$ cat src/common/dpmb_pkg.sv
// Shared constants and types for the dual-port mailbox and reset controller
package dpmb_pkg;

   // ----------------------------------------
   // Sizes and reset values
   // ----------------------------------------
   localparam int ADDR_W = 21;
   localparam logic [ADDR_W-1:0] CNT_RST_VAL = 21'h000000;
   localparam logic [ADDR_W-1:0] MASK_RST_VAL = 21'h1fffff;
   localparam logic [ADDR_W-1:0] BUSY_RST_VAL = 21'h000000;

   // ----------------------------------------
   // Increment step by low mask bits
   // ----------------------------------------
   localparam logic [1:0] STEP_SEL_ONE = 2'h3;
   localparam logic [1:0] STEP_SEL_TWO = 2'h2;
   localparam logic [1:0] STEP_SEL_FOUR = 2'h0;

   // ----------------------------------------
   // Start-up timing
   // ----------------------------------------
   localparam int READY_CAL_CYC = 1024;
   localparam int READY_NOCAL_CYC = 160;
   localparam int OPER_NOCAL_CYC = 5;
   localparam int READY_CNT_W = 11;

   // One port's memory access as seen by this block
   typedef struct packed {
      logic ce;
      logic rd;
      logic wr;
      logic [3:0] be;
      logic [ADDR_W-1:0] addr;
   } dpmb_acc_t;

   // Counter control
   typedef struct packed {
      logic cnt_rst;
      logic mask_rst;
      logic cnt_load;
      logic mask_load;
      logic incr;
      logic [ADDR_W-1:0] addr;
   } dpmb_cnt_cmd_t;

   typedef enum logic [1:0] {ST_RESET, ST_CAL, ST_READY} dpmb_start_t;

endpackage : dpmb_pkg

$ cat src/core/dpmb_counter.sv
// Burst address counter with mask and mirror for one port
`timescale 1ns/1ns
`default_nettype none
module dpmb_counter
   import dpmb_pkg::*;
#(
   parameter int AW = ADDR_W
)
(
   input wire logic clk,
   input wire logic rst_n,
   input wire dpmb_cnt_cmd_t cmd,
   output logic [AW-1:0] cnt_ff,
   output logic [AW-1:0] mask_ff,
   output logic [AW-1:0] mirror_ff
);

   logic [AW-1:0] nxt_cnt;
   logic [AW-1:0] nxt_mask;
   logic [AW-1:0] nxt_mirror;
   logic [AW-1:0] step;
   logic [AW-1:0] sum;

   always_comb
   begin
      case (mask_ff[1:0])
         STEP_SEL_ONE: step = AW'(1);
         STEP_SEL_TWO: step = AW'(2);
         STEP_SEL_FOUR: step = AW'(4);
         default: step = AW'(1);
      endcase
      // Carry ripples through masked bits by forcing them to ones
      sum = (cnt_ff | ~mask_ff) + step;
      nxt_cnt = cnt_ff;
      nxt_mask = mask_ff;
      nxt_mirror = mirror_ff;
      if (cmd.cnt_rst)
      begin
         nxt_cnt = cnt_ff & ~mask_ff;
         nxt_mirror = mirror_ff & ~mask_ff;
      end
      else if (cmd.mask_rst)
         nxt_mask = MASK_RST_VAL[AW-1:0];
      else if (cmd.cnt_load)
      begin
         nxt_cnt = cmd.addr[AW-1:0];
         nxt_mirror = cmd.addr[AW-1:0];
      end
      else if (cmd.mask_load)
         nxt_mask = cmd.addr[AW-1:0];
      else if (cmd.incr)
      begin
         // Wrap back to the loaded base when unmasked bits are all ones
         if ((cnt_ff & mask_ff) == mask_ff)
            nxt_cnt = mirror_ff;
         else
            nxt_cnt = (cnt_ff & ~mask_ff) | (sum & mask_ff);
      end
   end

   always_ff @(posedge clk or negedge rst_n)
   begin
      if (!rst_n)
      begin
         cnt_ff <= CNT_RST_VAL[AW-1:0];
         mask_ff <= MASK_RST_VAL[AW-1:0];
         mirror_ff <= CNT_RST_VAL[AW-1:0];
      end
      else
      begin
         cnt_ff <= nxt_cnt;
         mask_ff <= nxt_mask;
         mirror_ff <= nxt_mirror;
      end
   end

endmodule : dpmb_counter
`default_nettype wire

$ cat src/core/dpmb_port_ctrl.sv
// Mailbox flags, counters and reset sequencing for both memory ports
//
// Notes on behaviour
// - Mask low bits 00: each increment advances the counter by four.
// - Mask low bits 11 step one, 10 step two.
// - Only counter bits with mask bit one change on increment.
// - Top address is the right mailbox, one below it the left.
// - Writing the other port's mailbox drives that port's interrupt low.
// - Interrupt stays set until its mailbox is read by its owner.
// - Owner's read clears interrupt one cycle later, regardless of output enable.
// - Right port read of the top address clears right interrupt next cycle.
// - Mailbox set or clear needs chip enable and at least one byte enable.
// - Master reset is asynchronous; outside holds it for the minimum time.
// - Reset drops ready, zeroes counters, mirrors, busy; mask goes all ones.
// - Reset deasserts mailbox, busy and counter wrap interrupts.
// - Release starts calibration; ready asserts within 1024 cycles.
// - Calibration off: operational in five cycles, ready within 160.
`timescale 1ns/1ns
`default_nettype none
module dpmb_port_ctrl
   import dpmb_pkg::*;
#(
   parameter int AW = ADDR_W
)
(
   input wire logic clk,
   input wire logic rst_n,
   input wire dpmb_acc_t acc_left,
   input wire dpmb_acc_t acc_right,
   input wire dpmb_cnt_cmd_t cnt_cmd_left,
   input wire dpmb_cnt_cmd_t cnt_cmd_right,
   input wire logic [AW-1:0] busy_addr_in,
   input wire logic busy_event,
   input wire logic impedance_match,
   input wire logic low_speed_select,
   input wire logic echo_clock_enable,
   input wire logic latency_select,
   input wire logic io_standard_select,
   output logic int_left_n_ff,
   output logic int_right_n_ff,
   output logic busy_n_ff,
   output logic [AW-1:0] busy_addr_ff,
   output logic counter_wrap_irq_n_ff,
   output logic ready_n_ff,
   output logic operational_ff,
   output logic [AW-1:0] cnt_left,
   output logic [AW-1:0] cnt_right,
   output logic [AW-1:0] mask_left,
   output logic [AW-1:0] mask_right
);

   // ----------------------------------------
   // Mailbox decode
   // ----------------------------------------
   localparam logic [AW-1:0] MBOX_RIGHT = {AW{1'b1}};
   localparam logic [AW-1:0] MBOX_LEFT = {{(AW-1){1'b1}}, 1'b0};

   logic l_valid;
   logic r_valid;
   logic set_right;
   logic clr_right;
   logic set_left;
   logic clr_left;
   logic nxt_int_left_n;
   logic nxt_int_right_n;

   always_comb
   begin
      l_valid = acc_left.ce && (|acc_left.be);
      r_valid = acc_right.ce && (|acc_right.be);
      set_right = l_valid && acc_left.wr && acc_left.addr[AW-1:0] == MBOX_RIGHT;
      set_left = r_valid && acc_right.wr && acc_right.addr[AW-1:0] == MBOX_LEFT;
      // Output enable is not an input here on purpose
      clr_right = r_valid && acc_right.rd && acc_right.addr[AW-1:0] == MBOX_RIGHT;
      clr_left = l_valid && acc_left.rd && acc_left.addr[AW-1:0] == MBOX_LEFT;
      // Set wins over a clear in the same cycle so no message is lost
      nxt_int_right_n = int_right_n_ff;
      if (set_right)
         nxt_int_right_n = 1'b0;
      else if (clr_right)
         nxt_int_right_n = 1'b1;
      nxt_int_left_n = int_left_n_ff;
      if (set_left)
         nxt_int_left_n = 1'b0;
      else if (clr_left)
         nxt_int_left_n = 1'b1;
   end

   always_ff @(posedge clk or negedge rst_n)
   begin
      if (!rst_n)
      begin
         int_left_n_ff <= 1'b1;
         int_right_n_ff <= 1'b1;
      end
      else
      begin
         int_left_n_ff <= nxt_int_left_n;
         int_right_n_ff <= nxt_int_right_n;
      end
   end

   // ----------------------------------------
   // Burst counters
   // ----------------------------------------
   logic [AW-1:0] mirror_left;
   logic [AW-1:0] mirror_right;

   dpmb_counter #(.AW(AW)) u_cnt_left (
      .clk(clk),
      .rst_n(rst_n),
      .cmd(cnt_cmd_left),
      .cnt_ff(cnt_left),
      .mask_ff(mask_left),
      .mirror_ff(mirror_left)
   );

   dpmb_counter #(.AW(AW)) u_cnt_right (
      .clk(clk),
      .rst_n(rst_n),
      .cmd(cnt_cmd_right),
      .cnt_ff(cnt_right),
      .mask_ff(mask_right),
      .mirror_ff(mirror_right)
   );

   // ----------------------------------------
   // Counter wrap flag and busy capture
   // ----------------------------------------
   logic nxt_wrap_n;
   logic nxt_busy_n;
   logic [AW-1:0] nxt_busy_addr;
   logic left_near;
   logic right_near;

   always_comb
   begin
      // One increment away from all-ones unmasked bits (step one case)
      left_near = ((cnt_left | ~mask_left) + AW'(1)) == {AW{1'b1}};
      right_near = ((cnt_right | ~mask_right) + AW'(1)) == {AW{1'b1}};
      nxt_wrap_n = 1'b1;
      if (cnt_cmd_left.incr && left_near && !cnt_cmd_left.cnt_rst && !cnt_cmd_left.cnt_load)
         nxt_wrap_n = 1'b0;
      if (cnt_cmd_right.incr && right_near && !cnt_cmd_right.cnt_rst
          && !cnt_cmd_right.cnt_load)
         nxt_wrap_n = 1'b0;
      nxt_busy_n = !busy_event;
      nxt_busy_addr = busy_addr_ff;
      if (busy_event && busy_n_ff)
         nxt_busy_addr = busy_addr_in; // First colliding address is kept
   end

   always_ff @(posedge clk or negedge rst_n)
   begin
      if (!rst_n)
      begin
         counter_wrap_irq_n_ff <= 1'b1;
         busy_n_ff <= 1'b1;
         busy_addr_ff <= BUSY_RST_VAL[AW-1:0];
      end
      else
      begin
         counter_wrap_irq_n_ff <= nxt_wrap_n;
         busy_n_ff <= nxt_busy_n;
         busy_addr_ff <= nxt_busy_addr;
      end
   end

   // ----------------------------------------
   // Start-up and ready
   // ----------------------------------------
   logic cal_disable_ff;
   logic ready_int;
   logic oper_int;
   logic [3:0] sel_seen_ff;
   logic [3:0] nxt_sel_seen;

   // Select inputs are only captured after reset release; they must be stable by then
   always_comb
   begin
      nxt_sel_seen = {low_speed_select, echo_clock_enable, latency_select, io_standard_select};
   end

   always_ff @(posedge clk or negedge rst_n)
   begin
      if (!rst_n)
      begin
         cal_disable_ff <= 1'b0;
         sel_seen_ff <= 4'h0;
      end
      else
      begin
         cal_disable_ff <= !impedance_match;
         sel_seen_ff <= nxt_sel_seen;
      end
   end

   dpmb_startup u_startup (
      .clk(clk),
      .rst_n(rst_n),
      .cal_disable(cal_disable_ff),
      .ready_ff(ready_int),
      .oper_ff(oper_int)
   );

   always_ff @(posedge clk or negedge rst_n)
   begin
      if (!rst_n)
      begin
         ready_n_ff <= 1'b1;
         operational_ff <= 1'b0;
      end
      else
      begin
         ready_n_ff <= !ready_int;
         operational_ff <= oper_int;
      end
   end

endmodule : dpmb_port_ctrl
`default_nettype wire

$ cat src/core/dpmb_startup.sv
// Start-up sequencer: calibration wait and ready indication shared by both ports
`timescale 1ns/1ns
`default_nettype none
module dpmb_startup
   import dpmb_pkg::*;
(
   input wire logic clk,
   input wire logic rst_n,
   input wire logic cal_disable,
   output logic ready_ff,
   output logic oper_ff
);

   dpmb_start_t state_ff;
   dpmb_start_t nxt_state;
   logic [READY_CNT_W-1:0] cnt_ff;
   logic [READY_CNT_W-1:0] nxt_cnt;
   logic nxt_ready;
   logic nxt_oper;
   logic [READY_CNT_W-1:0] limit;

   always_comb
   begin
      // Two flop stages follow this count, so stop early to keep the bound
      limit = cal_disable ? READY_CNT_W'(READY_NOCAL_CYC - 3)
                          : READY_CNT_W'(READY_CAL_CYC - 3);
      nxt_state = state_ff;
      nxt_cnt = cnt_ff;
      nxt_ready = ready_ff;
      nxt_oper = oper_ff;
      case (state_ff)
         ST_RESET:
         begin
            nxt_state = ST_CAL;
            nxt_cnt = READY_CNT_W'(1);
         end
         ST_CAL:
         begin
            nxt_cnt = cnt_ff + READY_CNT_W'(1);
            if (cal_disable && cnt_ff >= READY_CNT_W'(OPER_NOCAL_CYC - 3))
               nxt_oper = 1'b1;
            if (cnt_ff >= limit)
            begin
               nxt_ready = 1'b1;
               nxt_oper = 1'b1;
               nxt_state = ST_READY;
            end
         end
         ST_READY: nxt_state = ST_READY;
         default: nxt_state = ST_RESET;
      endcase
   end

   always_ff @(posedge clk or negedge rst_n)
   begin
      if (!rst_n)
      begin
         state_ff <= ST_RESET;
         cnt_ff <= '0;
         ready_ff <= 1'b0;
         oper_ff <= 1'b0;
      end
      else
      begin
         state_ff <= nxt_state;
         cnt_ff <= nxt_cnt;
         ready_ff <= nxt_ready;
         oper_ff <= nxt_oper;
      end
   end

endmodule : dpmb_startup
`default_nettype wire

$ cat config.mk
export PLATFORM = sky130hd
export DESIGN_NAME = dpmb_port_ctrl
export DESIGN_NICKNAME = d
export VERILOG_FILES = /design/src/common/dpmb_pkg.sv /design/src/core/dpmb_counter.sv /design/src/core/dpmb_port_ctrl.sv /design/src/core/dpmb_startup.sv
export SDC_FILE = /design/constraint.sdc
export NUM_CORES = 1
export LEC_CHECK = 0
export BUFFER_PORTS_ARGS = -buffer_cell sky130_fd_sc_hd__buf_2
export CAP_MARGIN = 15
export CORE_UTILIZATION = 55
export CTS_BUF_LIST = sky130_fd_sc_hd__clkbuf_16
export DETAILED_ROUTE_END_ITERATION = 8
export MAX_ROUTING_LAYER = met4
export PLACE_DENSITY = 0.81
export SETUP_SLACK_MARGIN = 0.2
export SYNTH_ARGS = -nofsm -noshare
export SYNTH_HDL_FRONTEND = slang
export SYNTH_HIERARCHICAL = 1
export SYNTH_SLANG_ARGS = --single-unit
$ cat constraint.sdc
create_clock -name clk -period 5.23 [get_ports clk]
set_input_delay 0.7845 -clock clk [delete_from_list [all_inputs] [get_ports clk]]
set_output_delay 0.7845 -clock clk [all_outputs]
set_load 0.005 [all_outputs]
After elaboration in Yosys (flattened, before gate mapping)
Cells that the tools add are included.
{"block": "classes", "addsub": 5, "n_lt_le_gt_ge": 2, "n_eq_ne": 19, "muxes": 38, "n_bitwise": 16, "reduce_logical": 48}
{"op": "21-bit 2-to-1 mux", "n": 24}
{"op": "21-bit bitwise AND", "n": 8}
{"op": "21-bit equality test (second input constant)", "n": 6}
{"op": "21-bit OR", "n": 4}
{"op": "21-bit by 1-bit adder with 21-bit output (second input constant)", "n": 2}
{"op": "21-bit by 3-bit adder with 21-bit output", "n": 2}
{"op": "21-bit equality test", "n": 2}
{"op": "21-bit inverter", "n": 2}
{"op": "11-bit case mux with 2 select lines", "n": 1}
{"op": "1-bit logical AND", "n": 18}
{"op": "2-bit nonzero test", "n": 8}
{"op": "3-bit case mux with 2 select lines", "n": 2}
{"op": "3-bit AND reduction", "n": 4}
{"op": "11-bit by 1-bit adder with 11-bit output (second input constant)", "n": 1}
{"op": "11-bit >= comparator", "n": 1}
{"op": "11-bit by 2-bit >= comparator with 1-bit output (second input constant)", "n": 1}
{"op": "10-bit 2-to-1 mux", "n": 1}
{"op": "2-bit by 1-bit inequality test with 1-bit output (second input constant)", "n": 5}
{"op": "1-bit 2-to-1 mux", "n": 8}
{"op": "2-bit AND reduction", "n": 4}
{"op": "4-bit OR reduction", "n": 2}
{"op": "1-bit logical NOT", "n": 7}
{"op": "2-bit equality test (second input constant)", "n": 3}
{"op": "2-bit logical NOT", "n": 3}
{"op": "6 further kinds", "n": 9}
{"block": "totals", "register_bits": 169, "in_bits": 137, "output_inout_bits": 111, "elab_cells": 146}

Depth between registers and ports, before layout
Gate-level depths: netlist of run 1.
{"block": "depth", "word_depth": 11, "ltp_mapped": 12, "depth_no_buf": 11}

Cells and area by module
The synthesis of run 1 kept the hierarchy.
{"module": "dpmb_counter at u_cnt_left", "n_inst": 1, "cells_per_inst": 479, "area_per_inst_um2": 4117.7, "seq_area_each_um2": 1602.8}
{"module": "dpmb_counter at u_cnt_right", "n_inst": 1, "cells_per_inst": 479, "area_per_inst_um2": 4072.7, "seq_area_each_um2": 1602.8}
{"module": "dpmb_port_ctrl", "n_inst": 1, "cells_per_inst": 150, "area_per_inst_um2": 1550.2, "seq_area_each_um2": 706.9}
{"module": "dpmb_startup", "n_inst": 1, "cells_per_inst": 93, "area_per_inst_um2": 913.4, "seq_area_each_um2": 375.4}

Worst setup path before layout of run 1
Ideal clock, no wire load.
{"block": "synth_timing", "path_type": "flip-flop to flip-flop", "start": "reg u_cnt_left.mask_ff[0]", "end": "reg with a tool-made name", "setup_time_ps": 76, "arrival_ps": 2833, "t_required_ps": 5154, "slack_ps": 2321, "path_stages_with_launch": 12, "path_buffers": 1, "synth_period_minus_slack_ps": 2909, "path_cell_list": "dfstp_2 -> clkbuf_1 -> ha_1 -> inv_1 -> fa_1 -> nor2b_1 -> o21ai_0 -> or4_4 -> or4b_1 -> a21oi_1 -> o21ai_1 -> o21ai_1"}
{"element": "start, declared", "line_no": "dpmb_counter.sv:14", "rtl": "output logic [AW-1:0] mask_ff,"}
{"element": "start signal, assigned", "line_no": "dpmb_counter.sv:66", "rtl": "mask_ff <= MASK_RST_VAL[AW-1:0];"}
{"element": "start signal, assigned", "line_no": "dpmb_counter.sv:72", "rtl": "mask_ff <= nxt_mask;"}

==> results.json, run 1 <==
{
  "cts-root-buf": "sky130_fd_sc_hd__clkbuf_16",
  "vias": 10500,
  "crit_type": "reg -> reg",
  "number_of_hold_buffers_added_after_cts": 0,
  "crit_fanout": 10,
  "drt-initial-drc-count": 1083,
  "ys_seq_elements": 169,
  "start_util_pct": 56.6,
  "max_slew.worst_pin.slew_ns": 1.24,
  "final.hold.worst_slack_ns": 0.350,
  "synthesis.nets": 1355,
  "r2r_slack_ns": 1.99,
  "irDropWorstVdd_mv": 0.254,
  "final.period_utilization_pct": 61.9,
  "clkSlewWorstSetupHoldPaths_ns": 0.07,
  "synthMostInstantiatedCell": "sky130_fd_sc_hd__nand2_1",
  "period_minus_slack_ns": 3.24,
  "slew_viol_final": 0,
  "ys_warn_count": 6,
  "final.setup.tns_ns": 0,
  "die_area_mm2": 0.0199,
  "drcViolationCount": 0,
  "p_per_area_mw_per_mm2": 305,
  "drive_gt1_share_pct": 27.5,
  "wirelength_mm": 32.6,
  "total_cts_buffers": 17,
  "antenna_violations_before_repair": 4,
  "critPathBufInv": 1,
  "top_level_ports": 248,
  "ant_nets": 0,
  "syn_avg_cell_area_um2": 8.87,
  "cp-end-kind": "flip-flop",
  "grt_setup_unrepaired": "no",
  "rows": 50,
  "netlist-cell-type-count": 89,
  "globalRouteTotalUtil_pct": 33.4,
  "post-layout-total-power_w": 0.00384,
  "cp_common_cell": "sky130_fd_sc_hd__nor2b_1",
  "crit_path_start_kind": "flip-flop",
  "grt_pass1_vias": 9735,
  "timing.final.setup_violations": 0,
  "gp_congestion": 0.988,
  "max-cap-violations": 0,
  "ys_seq_area_share_pct": 40.2,
  "numPortBuffers": 243,
  "critical_path_arrival_ns": 3.58,
  "finClkSkew_ns": 0.0109,
  "max-slew-margin-rel_pct": 17.1,
  "place_hpwl_mm": 22.4,
  "clockBufferDepth": 2,
  "slowest_stage_delay_on_critical_path_ns": 0.62,
  "die_height_um": 141,
  "worst_path_dominant_cell_family": "simple AND/OR/NAND/NOR gates",
  "required_ns": 5.57,
  "grt-ovfl-total": 0,
  "numClockSinks": 169,
  "synth_cells": 1201,
  "cts_tree": "built",
  "holdCritPathClass": "in -> async",
  "synth_area_mm2": 0.0107,
  "p_leak_nw": 5.61,
  "timing.critical_path.cells": "nor2b_1 -> inv_1 -> ha_1 -> a21oi_1 -> nor2b_1 -> o211ai_1 -> or3b_2 -> nor3_2 -> or3_1 -> a221oi_2",
  "layout-area-overhead-vs-synth_pct": 18.1,
  "max_clock_freq_mhz": 309,
  "timing.reg2reg.worst_path_depth": 10,
  "synth_top_flop_cell": "sky130_fd_sc_hd__dfrtp_1",
  "routedWlPerCell_um": 19.4,
  "cts_repair_resize_count": 0,
  "finalHoldViolations": 0,
  "netlist.area_leader.share_pct": 28.7,
  "fp.coreArea_mm2": 0.0188,
  "die_x_um": 141,
  "asyncSetResetFlopFracSynth_pct": 100,
  "critPathSlowestCell": "sky130_fd_sc_hd__dfstp_2",
  "run_status": "finished clean",
  "placed_area_mm2": 0.0120,
  "grt_first_pass_wirelength_mm": 50.7,
  "cts_post_setup_buffers_inserted": 0,
  "grt_start_max_net_pins": 100,
  "nets": 1561,
  "yosys-top-cells-count": "137 x sky130_fd_sc_hd__nand2_1, 122 x sky130_fd_sc_hd__dfrtp_1, 81 x sky130_fd_sc_hd__nor2_1, 80 x sky130_fd_sc_hd__o21ai_0, 68 x sky130_fd_sc_hd__a21oi_1",
  "yosys-top-cells-area": "sky130_fd_sc_hd__dfrtp_1 29%, sky130_fd_sc_hd__dfstp_2 12%, sky130_fd_sc_hd__nand2_1 4.8%",
  "critical_path.reg2reg.startpoint": "u_cnt_right/mask_ff[1]",
  "synth_enable_flop_cells": 0,
  "clock_latency_ns": 0.44,
  "ctsHtreeMaxLevel": 4,
  "synth_largest_area_cell": "sky130_fd_sc_hd__dfrtp_1",
  "finish.instance_area_mm2": 0.0126,
  "vias_per_cell": 6.24,
  "drtPass1Iterations": 6
}
-- cell usage in the layout (no fill, tap or decap), types with 14 or more instances in the layout --
cell type,netlist,final
sky130_fd_sc_hd__buf_2,10,242
sky130_fd_sc_hd__mux2i_1,48,48
sky130_fd_sc_hd__ha_1,15,15
sky130_fd_sc_hd__clkbuf_16,0,17
sky130_fd_sc_hd__a31oi_1,17,17
sky130_fd_sc_hd__o21a_1,16,16
sky130_fd_sc_hd__nand3_1,31,31
sky130_fd_sc_hd__xnor2_1,16,16
sky130_fd_sc_hd__nand2_1,137,137
sky130_fd_sc_hd__nor2_1,81,79
sky130_fd_sc_hd__nand3b_1,14,14
sky130_fd_sc_hd__dfrtp_1,122,122
sky130_fd_sc_hd__nand2b_1,34,34
sky130_fd_sc_hd__inv_1,65,66
sky130_fd_sc_hd__o211ai_1,15,15
sky130_fd_sc_hd__a21oi_1,68,68
sky130_fd_sc_hd__o22ai_1,39,39
sky130_fd_sc_hd__dfstp_2,47,47
sky130_fd_sc_hd__o21ai_0,80,80
sky130_fd_sc_hd__nor3_1,28,28
sky130_fd_sc_hd__mux2_2,24,24
sky130_fd_sc_hd__nor2b_1,26,26
sky130_fd_sc_hd__nand4_1,18,18
sky130_fd_sc_hd__and3_1,15,15
-- power breakdown --
group / switching (W) / internal (W) / total [W]
clock: 0.000556 / 0.000655 / 0.00121
sequential: 0.000209 / 0.00149 / 0.00169
combinational: 0.000512 / 0.000420 / 0.000932
-- worst reg2reg max path, stage by stage (launching register included) --
cell	delay, ns
sky130_fd_sc_hd__dfstp_2	0.62
sky130_fd_sc_hd__nor2b_1	0.44
sky130_fd_sc_hd__inv_1	0.09
sky130_fd_sc_hd__ha_1	0.30
sky130_fd_sc_hd__a21oi_1	0.15
sky130_fd_sc_hd__nor2b_1	0.13
sky130_fd_sc_hd__o211ai_1	0.48
sky130_fd_sc_hd__or3b_2	0.25
sky130_fd_sc_hd__nor3_2	0.04
sky130_fd_sc_hd__or3_1	0.40
sky130_fd_sc_hd__a221oi_2	0.25
-- kinds of logic (layout without fill, tap and decap cells) --
family | count (synthesis) | in the layout | share of synthesized area (%)
other | 0 | 4 | 0
AND/OR/NAND/NOR | 442 | 442 | 21.7
buffers and inverters | 131 | 350 | 4.87
multiplexers | 72 | 72 | 7.05
adder cells (fa/ha/maj) | 17 | 17 | 2.14
flip-flops | 169 | 169 | 40.2
AO/OA/AOI/OAI | 347 | 347 | 22.1
XOR/XNOR | 23 | 23 | 1.89
-- final cells by class --
cell class,count,area [um2]
fillers,1569,6250
multi-input cells,901,5860
flip-flops and latches,169,4290
repair buffers,252,1300
clock buffers,17,425
well taps,260,325
inverters,66,248
clock inverters,15,126
diodes,4,10.0
-- worst max-delay path by stage --
stage	startpoint	end	cells past startpoint
finish	u_cnt_right/mask_ff[1]	flip-flop	10
global route	u_cnt_right/mask_ff[1]	flip-flop	10
CTS	u_cnt_right/mask_ff[1]	flip-flop	10
detailed placement	cnt_cmd_right[25]	flip-flop	8
global placement	cnt_cmd_right[25]	flip-flop	8
floorplan	u_cnt_left/mask_ff[0]	flip-flop	11
-- per-layer routing --
metal  part of all wire [%]  GRT usage, %  vias up  wire (um)
li1                       -             -     4788          -
met1                     40          42.9     5081      13100
met2                     48          51.2      538      15600
met3                    9.3          6.83       93       3050
met4                    2.8          14.2        0        929
met5                      0             -        -          0
-- stage by stage --
step	cells	setup slack, ns	util, %
after floorplan	1201	2.32	-
after global placement	1648	1.88	63.8
after detailed placement	1648	1.83	63.8
after CTS	1680	2.08	66.8
after global routing	1684	1.86	66.8
final	1684	1.99	66.8
(Power assumes the default switching activity.)
==> inputs of run 2 (changes only) <==
==> constraint.sdc (replaced) <==
create_clock -name clk -period 3.1 [get_ports clk]
set_input_delay 0.465 -clock clk [delete_from_list [all_inputs] [get_ports clk]]
set_output_delay 0.465 -clock clk [all_outputs]
set_load 0.005 [all_outputs]
==> run 2 against run 1 <==
  * Final cell count rose by 2.3%
  * Clock power rose by 73%
  * Clock-buffer cell count did not move
  * Non-clock buffer count rose by 39
  * Final area rose by 3.3%
  * Global-route usage rose by 0.49 points
  * Die area did not move
  * Combinational power rose by 80%
  * Sequential power rose by 70%
  * Routed wire length rose by 2.3%
==> results.json, run 2 (same netlist as run 1, synthesis figures left out) <==
{
  "p_per_area_mw_per_mm2": 510,
  "part_of_the_total_power_dissipated_in_combinational_logic_pct": 25.3,
  "final.setup.tns_ns": 0,
  "vias": 10600,
  "antenna_violations_before_repair": 2,
  "portion_of_total_power_attributed_to_the_clock_network_pct": 31.5,
  "final.fill_count": 1474,
  "crit_type": "reg -> reg",
  "globalRouteTotalUtil_pct": 33.9,
  "grt_setup_unrepaired": "yes",
  "required_ns": 3.41,
  "rows": 50,
  "final.period_utilization_pct": 95.3,
  "period_minus_slack_ns": 2.95,
  "p_seq_share_pct": 43.2,
  "run_status": "finished clean",
  "post-route-util_pct": 69.0,
  "multi_input_comb_area_mm2": 0.00592,
  "wirelength_mm": 33.4,
  "holdCritPathClass": "in -> reg",
  "irDropWorstVdd_mv": 0.396,
  "layout-area-overhead-vs-synth_pct": 21.9,
  "clock_latency_ns": 0.43,
  "start_util_pct": 56.6,
  "layout.area.seq_mm2": 0.00429,
  "clkSlewWorstSetupHoldPaths_ns": 0.07,
  "final_common_cell": "sky130_fd_sc_hd__buf_2",
  "max-slew-margin-rel_pct": 34.4,
  "cell_internal_pwr_w": 0.00441,
  "post-layout-total-power_w": 0.00663,
  "nets": 1600,
  "top_level_ports": 248,
  "cts_tree": "built",
  "crit_path_start_kind": "flip-flop",
  "layout.cells.most_common_list": "242 x sky130_fd_sc_hd__buf_2, 137 x sky130_fd_sc_hd__nand2_1, 122 x sky130_fd_sc_hd__dfrtp_1",
  "drcViolationCount": 0,
  "grt_first_pass_wirelength_mm": 51.4,
  "critical_path_arrival_ns": 3.26,
  "numPortBuffers": 243,
  "drtPass1Iterations": 7,
  "numClockSinks": 169,
  "routedWlPerCell_um": 19.4,
  "ant_nets": 0,
  "netSwitchingPower_w": 0.00222,
  "crit_fanout": 5,
  "cp-end-kind": "flip-flop",
  "finClkSkew_ns": 0.0113,
  "die_height_um": 141,
  "grt_pass1_vias": 9823,
  "slew_viol_final": 0,
  "placed_cells_incl_taps": 1677,
  "layout_cells_excl_fill": 1722,
  "total_cts_buffers": 17,
  "grt_start_max_net_pins": 64,
  "clockBufferDepth": 2,
  "p_leak_nw": 5.83,
  "max_clock_freq_mhz": 339,
  "ctsHtreeMaxLevel": 4,
  "die_area_mm2": 0.0199,
  "gp_congestion": 0.994,
  "max_slew.worst_pin.slew_ns": 0.981,
  "fp.coreArea_mm2": 0.0188,
  "grt-ovfl-total": 0,
  "drive_gt1_share_pct": 30.3,
  "cts-root-buf": "sky130_fd_sc_hd__clkbuf_16",
  "place_hpwl_mm": 23.6,
  "timing.final.setup_violations": 0,
  "vias_per_cell": 6.16,
  "finalHoldViolations": 0,
  "max-cap-violations": 0,
  "power.switching_fraction_pct": 33.5,
  "drt-initial-drc-count": 1082,
  "die_x_um": 141
}
==> run 2: changes by cell type in the layout (fill, tap and decap cells not counted), moves of 2 or more <==
| cell | previous run | this run |
|---|---|---|
| sky130_fd_sc_hd__inv_6 | 3 | 5 |
| sky130_fd_sc_hd__nor3_2 | 1 | 3 |
| sky130_fd_sc_hd__buf_12 | 1 | 4 |
| sky130_fd_sc_hd__inv_8 | 0 | 2 |
| sky130_fd_sc_hd__clkinv_2 | 4 | 2 |
| sky130_fd_sc_hd__nor3_1 | 28 | 26 |
| sky130_fd_sc_hd__clkinv_4 | 4 | 1 |
| sky130_fd_sc_hd__buf_4 | 8 | 43 |
| sky130_fd_sc_hd__clkinvlp_4 | 1 | 3 |
| sky130_fd_sc_hd__nor2b_1 | 26 | 24 |
==> run 2: repair_timing <==
item                       4_1_cts  5_1_grt
pin swaps                        0       11
setup buffers                    2        7
setup endpoints to repair        4        9
resized for setup                2       14
hold endpoints to repair         4        0
hold buffers                     1        0
==> run 2: path summary, 6_finish.rpt <==
check                                 startpoint                       end  slack (ns)  cells past startpoint
max in group asynchronous                  rst_n     u_cnt_left/mask_ff[7]        1.76                      3
hold / removal                   impedance_match            cal_disable_ff        0.17                      2
setup / recovery           u_cnt_left/mask_ff[0]                 flip-flop        0.15                     10
setup reg to reg           u_cnt_left/mask_ff[0]                 flip-flop        0.15                     10
hold reg to reg                u_startup/oper_ff            operational_ff        0.38                      0
min in group asynchronous                  rst_n  u_cnt_right/mirror_ff[1]        0.56                      2
==> run 2: layout make-up <==
cell class,count,share of cell area (%)
clock inverter,15,1.09
antenna,3,0.0578
multi-input combinational,901,45.6
timing repair buffer,291,12.6
clock buffer,17,3.27
inverter,66,1.91
sequential,169,33.0
tap,260,2.50
==> run 2: routing by layer <==
layer	track usage (%)	vias up	routed length [um]
li1	-	4869	-
met1	44.2	5093	13700
met2	51.5	561	15600
met3	7.34	93	3020
met4	13.0	0	1060
met5	-	-	0
==> run 2: through the flow <==
stage / cell area [um2] / setup slack (ns) / hold WS (ns)
3_3_place_gp: 12300 / 0.150 / 0.369
2_1_floorplan: 10700 / 0.246 / 0.169
4_1_cts: 12900 / 0.206 / 0.159
6_report: 13000 / 0.146 / 0.173
3_5_place_dp: 12300 / 0.104 / 0.371
5_1_grt: 13000 / 0.0574 / 0.165
==> run 2: critical path: stages (launching register included) <==
cell and delay (ns):
sky130_fd_sc_hd__dfstp_2 0.61, sky130_fd_sc_hd__ha_4 0.16, sky130_fd_sc_hd__inv_2 0.04, sky130_fd_sc_hd__fa_2 0.35, sky130_fd_sc_hd__nor2b_1 0.12, sky130_fd_sc_hd__o21ai_1 0.10, sky130_fd_sc_hd__or4_4 0.61, sky130_fd_sc_hd__o311ai_0 0.51
sky130_fd_sc_hd__a21oi_2 0.12, sky130_fd_sc_hd__o21ai_1 0.13, sky130_fd_sc_hd__o21ai_1 0.09
==> run 2: power by group through the flow <==
| stage | sequential, W | combinational (W) | clock [W] |
|---|---|---|---|
| after floorplan | 0.00281 | 0.000956 | 0 |
| after global placement | 0.00288 | 0.00155 | 0 |
| after detailed placement | 0.00289 | 0.00159 | 0 |
| after CTS | 0.00285 | 0.00161 | 0.00212 |
| after global routing | 0.00290 | 0.00182 | 0.00221 |
| final | 0.00287 | 0.00168 | 0.00209 |
==> inputs of run 3 (changes only) <==
--- a/config.mk
+++ b/config.mk
@@ -7,11 +7,12 @@
 export LEC_CHECK = 0
 export BUFFER_PORTS_ARGS = -buffer_cell sky130_fd_sc_hd__buf_2
 export CAP_MARGIN = 15
-export CORE_UTILIZATION = 55
+export CORE_UTILIZATION = 50
 export CTS_BUF_LIST = sky130_fd_sc_hd__clkbuf_16
 export DETAILED_ROUTE_END_ITERATION = 8
 export MAX_ROUTING_LAYER = met4
-export PLACE_DENSITY = 0.81
+export PLACE_DENSITY = 0.78
+export REMOVE_ABC_BUFFERS = 1
 export SETUP_SLACK_MARGIN = 0.2
 export SYNTH_ARGS = -nofsm -noshare
 export SYNTH_HDL_FRONTEND = slang
==> constraint.sdc (replaced) <==
create_clock -name clk -period 2.5 [get_ports clk]
set_input_delay 0.375 -clock clk [delete_from_list [all_inputs] [get_ports clk]]
set_output_delay 0.375 -clock clk [all_outputs]
set_load 0.005 [all_outputs]
==> run 3 against run 2 <==
  * The flow now finishes with violations (setup timing)
  * Total power rose by 34%
  * Sequential power rose by 20%
  * Die area rose by 9.9%
  * Via count rose by 4.4%
  * Final cell count rose by 6.4%
  * Non-clock buffer count rose by 96
  * Utilization fell by 1.4 points
  * Highest routed layer unchanged
==> results.json, run 3 (same netlist as run 1, synthesis figures left out) <==
{
  "run_status": "complete, but fails checks",
  "violations": "setup timing",
  "cts_tree": "built",
  "max-cap-violations": 0,
  "antenna_violations_before_repair": 3,
  "drt-initial-drc-count": 889,
  "final_common_cell": "sky130_fd_sc_hd__buf_2",
  "layout.area.seq_mm2": 0.00429,
  "portion_of_total_power_attributed_to_the_clock_network_pct": 30.6,
  "die_area_mm2": 0.0219,
  "finClkSkew_ns": 0.0148,
  "p_seq_share_pct": 38.7,
  "crit_path_start_kind": "flip-flop",
  "crit_type": "reg -> reg",
  "fp.coreArea_mm2": 0.0210,
  "clockBufferDepth": 2,
  "crit_fanout": 5,
  "rows": 53,
  "max-slew-margin-rel_pct": 29.9,
  "ctsHtreeMaxLevel": 4,
  "total_cts_buffers": 17,
  "top_level_ports": 248,
  "grt_first_pass_wirelength_mm": 54.5,
  "multi_input_comb_area_mm2": 0.00628,
  "slew_viol_final": 0,
  "power.switching_fraction_pct": 34.3,
  "numPortBuffers": 243,
  "timing.final.setup_violations": 20,
  "globalRouteTotalUtil_pct": 32.7,
  "grt_pass1_vias": 10400,
  "p_per_area_mw_per_mm2": 627,
  "gp_congestion": 0.988,
  "cts-root-buf": "sky130_fd_sc_hd__clkbuf_16",
  "netSwitchingPower_w": 0.00304,
  "p_leak_nw": 6.43,
  "finalHoldViolations": 0,
  "final.period_utilization_pct": 110,
  "clkSlewWorstSetupHoldPaths_ns": 0.07,
  "drcViolationCount": 0,
  "cp-end-kind": "flip-flop",
  "place_hpwl_mm": 24.8,
  "die_height_um": 148,
  "ant_nets": 0,
  "cell_internal_pwr_w": 0.00584,
  "start_util_pct": 50.8,
  "final.setup.tns_ns": -2.60,
  "grt_start_max_net_pins": 64,
  "grt-ovfl-total": 0,
  "max_slew.worst_pin.slew_ns": 1.05,
  "required_ns": 2.82,
  "irDropWorstVdd_mv": 0.434,
  "wirelength_mm": 35.6,
  "grt_setup_unrepaired": "yes",
  "layout.cells.most_common_list": "242 x sky130_fd_sc_hd__buf_2, 137 x sky130_fd_sc_hd__nand2_1, 125 x sky130_fd_sc_hd__buf_4",
  "clock_latency_ns": 0.44,
  "numClockSinks": 169,
  "nets": 1696,
  "final.setup.worst_slack_ns": -0.251,
  "final.fill_count": 1663,
  "period_minus_slack_ns": 2.75,
  "post-layout-total-power_w": 0.00888,
  "vias": 11100,
  "vias_per_cell": 6.05,
  "drive_gt1_share_pct": 38.1,
  "die_x_um": 148,
  "drtPass1Iterations": 5,
  "critical_path_arrival_ns": 3.07,
  "max_clock_freq_mhz": 363,
  "routedWlPerCell_um": 19.4,
  "layout-area-overhead-vs-synth_pct": 33.0,
  "part_of_the_total_power_dissipated_in_combinational_logic_pct": 30.7,
  "holdCritPathClass": "in -> reg"
}
## run 3: cell types whose count changed in the layout (fill, tap and decap cells not counted), moves of 5 or more
| cell | before | now |
|---|---|---|
| sky130_fd_sc_hd__a21oi_1 | 67 | 62 |
| sky130_fd_sc_hd__buf_6 | 1 | 16 |
| sky130_fd_sc_hd__inv_1 | 65 | 60 |
| sky130_fd_sc_hd__a21oi_2 | 2 | 7 |
| sky130_fd_sc_hd__o21ai_0 | 79 | 73 |
| sky130_fd_sc_hd__nor2_1 | 79 | 70 |
| sky130_fd_sc_hd__nor2_4 | 0 | 7 |
| sky130_fd_sc_hd__a211oi_1 | 10 | 5 |
| sky130_fd_sc_hd__buf_4 | 43 | 125 |
| sky130_fd_sc_hd__nor2b_1 | 24 | 19 |
## run 3: critical path, cell delays in order, from the launching register on
cell and delay (ns):
sky130_fd_sc_hd__dfstp_2 0.59, sky130_fd_sc_hd__buf_4 0.14, sky130_fd_sc_hd__nand2b_1 0.15, sky130_fd_sc_hd__inv_1 0.06, sky130_fd_sc_hd__ha_1 0.26, sky130_fd_sc_hd__a21o_1 0.17
sky130_fd_sc_hd__o211ai_1 0.13, sky130_fd_sc_hd__or4_4 0.50, sky130_fd_sc_hd__buf_4 0.17, sky130_fd_sc_hd__mux2i_1 0.14, sky130_fd_sc_hd__nor2_1 0.05, sky130_fd_sc_hd__o32a_1 0.28
## run 3: timing repair
item,in CTS,in global routing
hold buffers,1,0
resized for setup,65,52
setup endpoints to repair,35,40
pin swaps,28,35
hold endpoints to repair,37,0
setup buffers,11,16
## run 3: worst paths after layout
kind | depth (start not counted) | startpoint | end | slack, ns
max | 11 | u_cnt_left/mask_ff[0] | flip-flop | -0.25
min | 2 | busy_event | busy_n_ff | 0.06
max reg2reg | 11 | u_cnt_left/mask_ff[0] | flip-flop | -0.25
min reg2reg | 0 | u_startup/oper_ff | operational_ff | 0.39
max in group asynchronous | 3 | rst_n | u_cnt_left/mask_ff[16] | 1.26
min in group asynchronous | 2 | rst_n | u_cnt_right/mirror_ff[0] | 0.50
## run 3: area by class of cell
type,count,share of cell area (%)
Inverter,66,1.77
Sequential cell,169,30.3
Multi-Input combinational cell,901,44.3
Clock inverter,15,1.22
Tap cell,275,2.43
Antenna cell,3,0.0530
Clock buffer,17,3.00
Timing Repair Buffer,387,16.9
## run 3: per-layer routing
layer / GRT usage, % / routed length (um) / share of wire, % / up-vias
met4: 11.8 / 987 / 2.8 / 0
met5: - / 0 / 0 / -
met2: 50.5 / 16900 / 47 / 606
met3: 7.47 / 3250 / 9.1 / 83
met1: 42.1 / 14500 / 41 / 5344
li1: - / - / - / 5055
## run 3: per-stage QoR
stage | util (%) | cell area [um2] | worst slack (ns) | std cells | hold slack [ns]
after CTS | 65.9 | 13800 | -0.326 | 1814 | 0.0477
after floorplan | - | 10400 | -0.337 | 1136 | 0.0794
after detailed placement | 61.4 | 12900 | -0.332 | 1770 | 0.367
after global placement | 61.4 | 12900 | -0.307 | 1770 | 0.367
final | 67.6 | 14200 | -0.251 | 1833 | 0.0585
after global routing | 67.6 | 14200 | -0.368 | 1833 | 0.0421
## run 3: power groups by stage
| stage | Clock, W | Sequential, W | Combinational [W] |
|---|---|---|---|
| finish | 0.00272 | 0.00344 | 0.00272 |
| global route | 0.00287 | 0.00349 | 0.00292 |
| CTS | 0.00276 | 0.00342 | 0.00247 |
| detailed placement | 0 | 0.00346 | 0.00231 |
| global placement | 0 | 0.00344 | 0.00226 |
| floorplan | 0 | 0.00348 | 0.00113 |
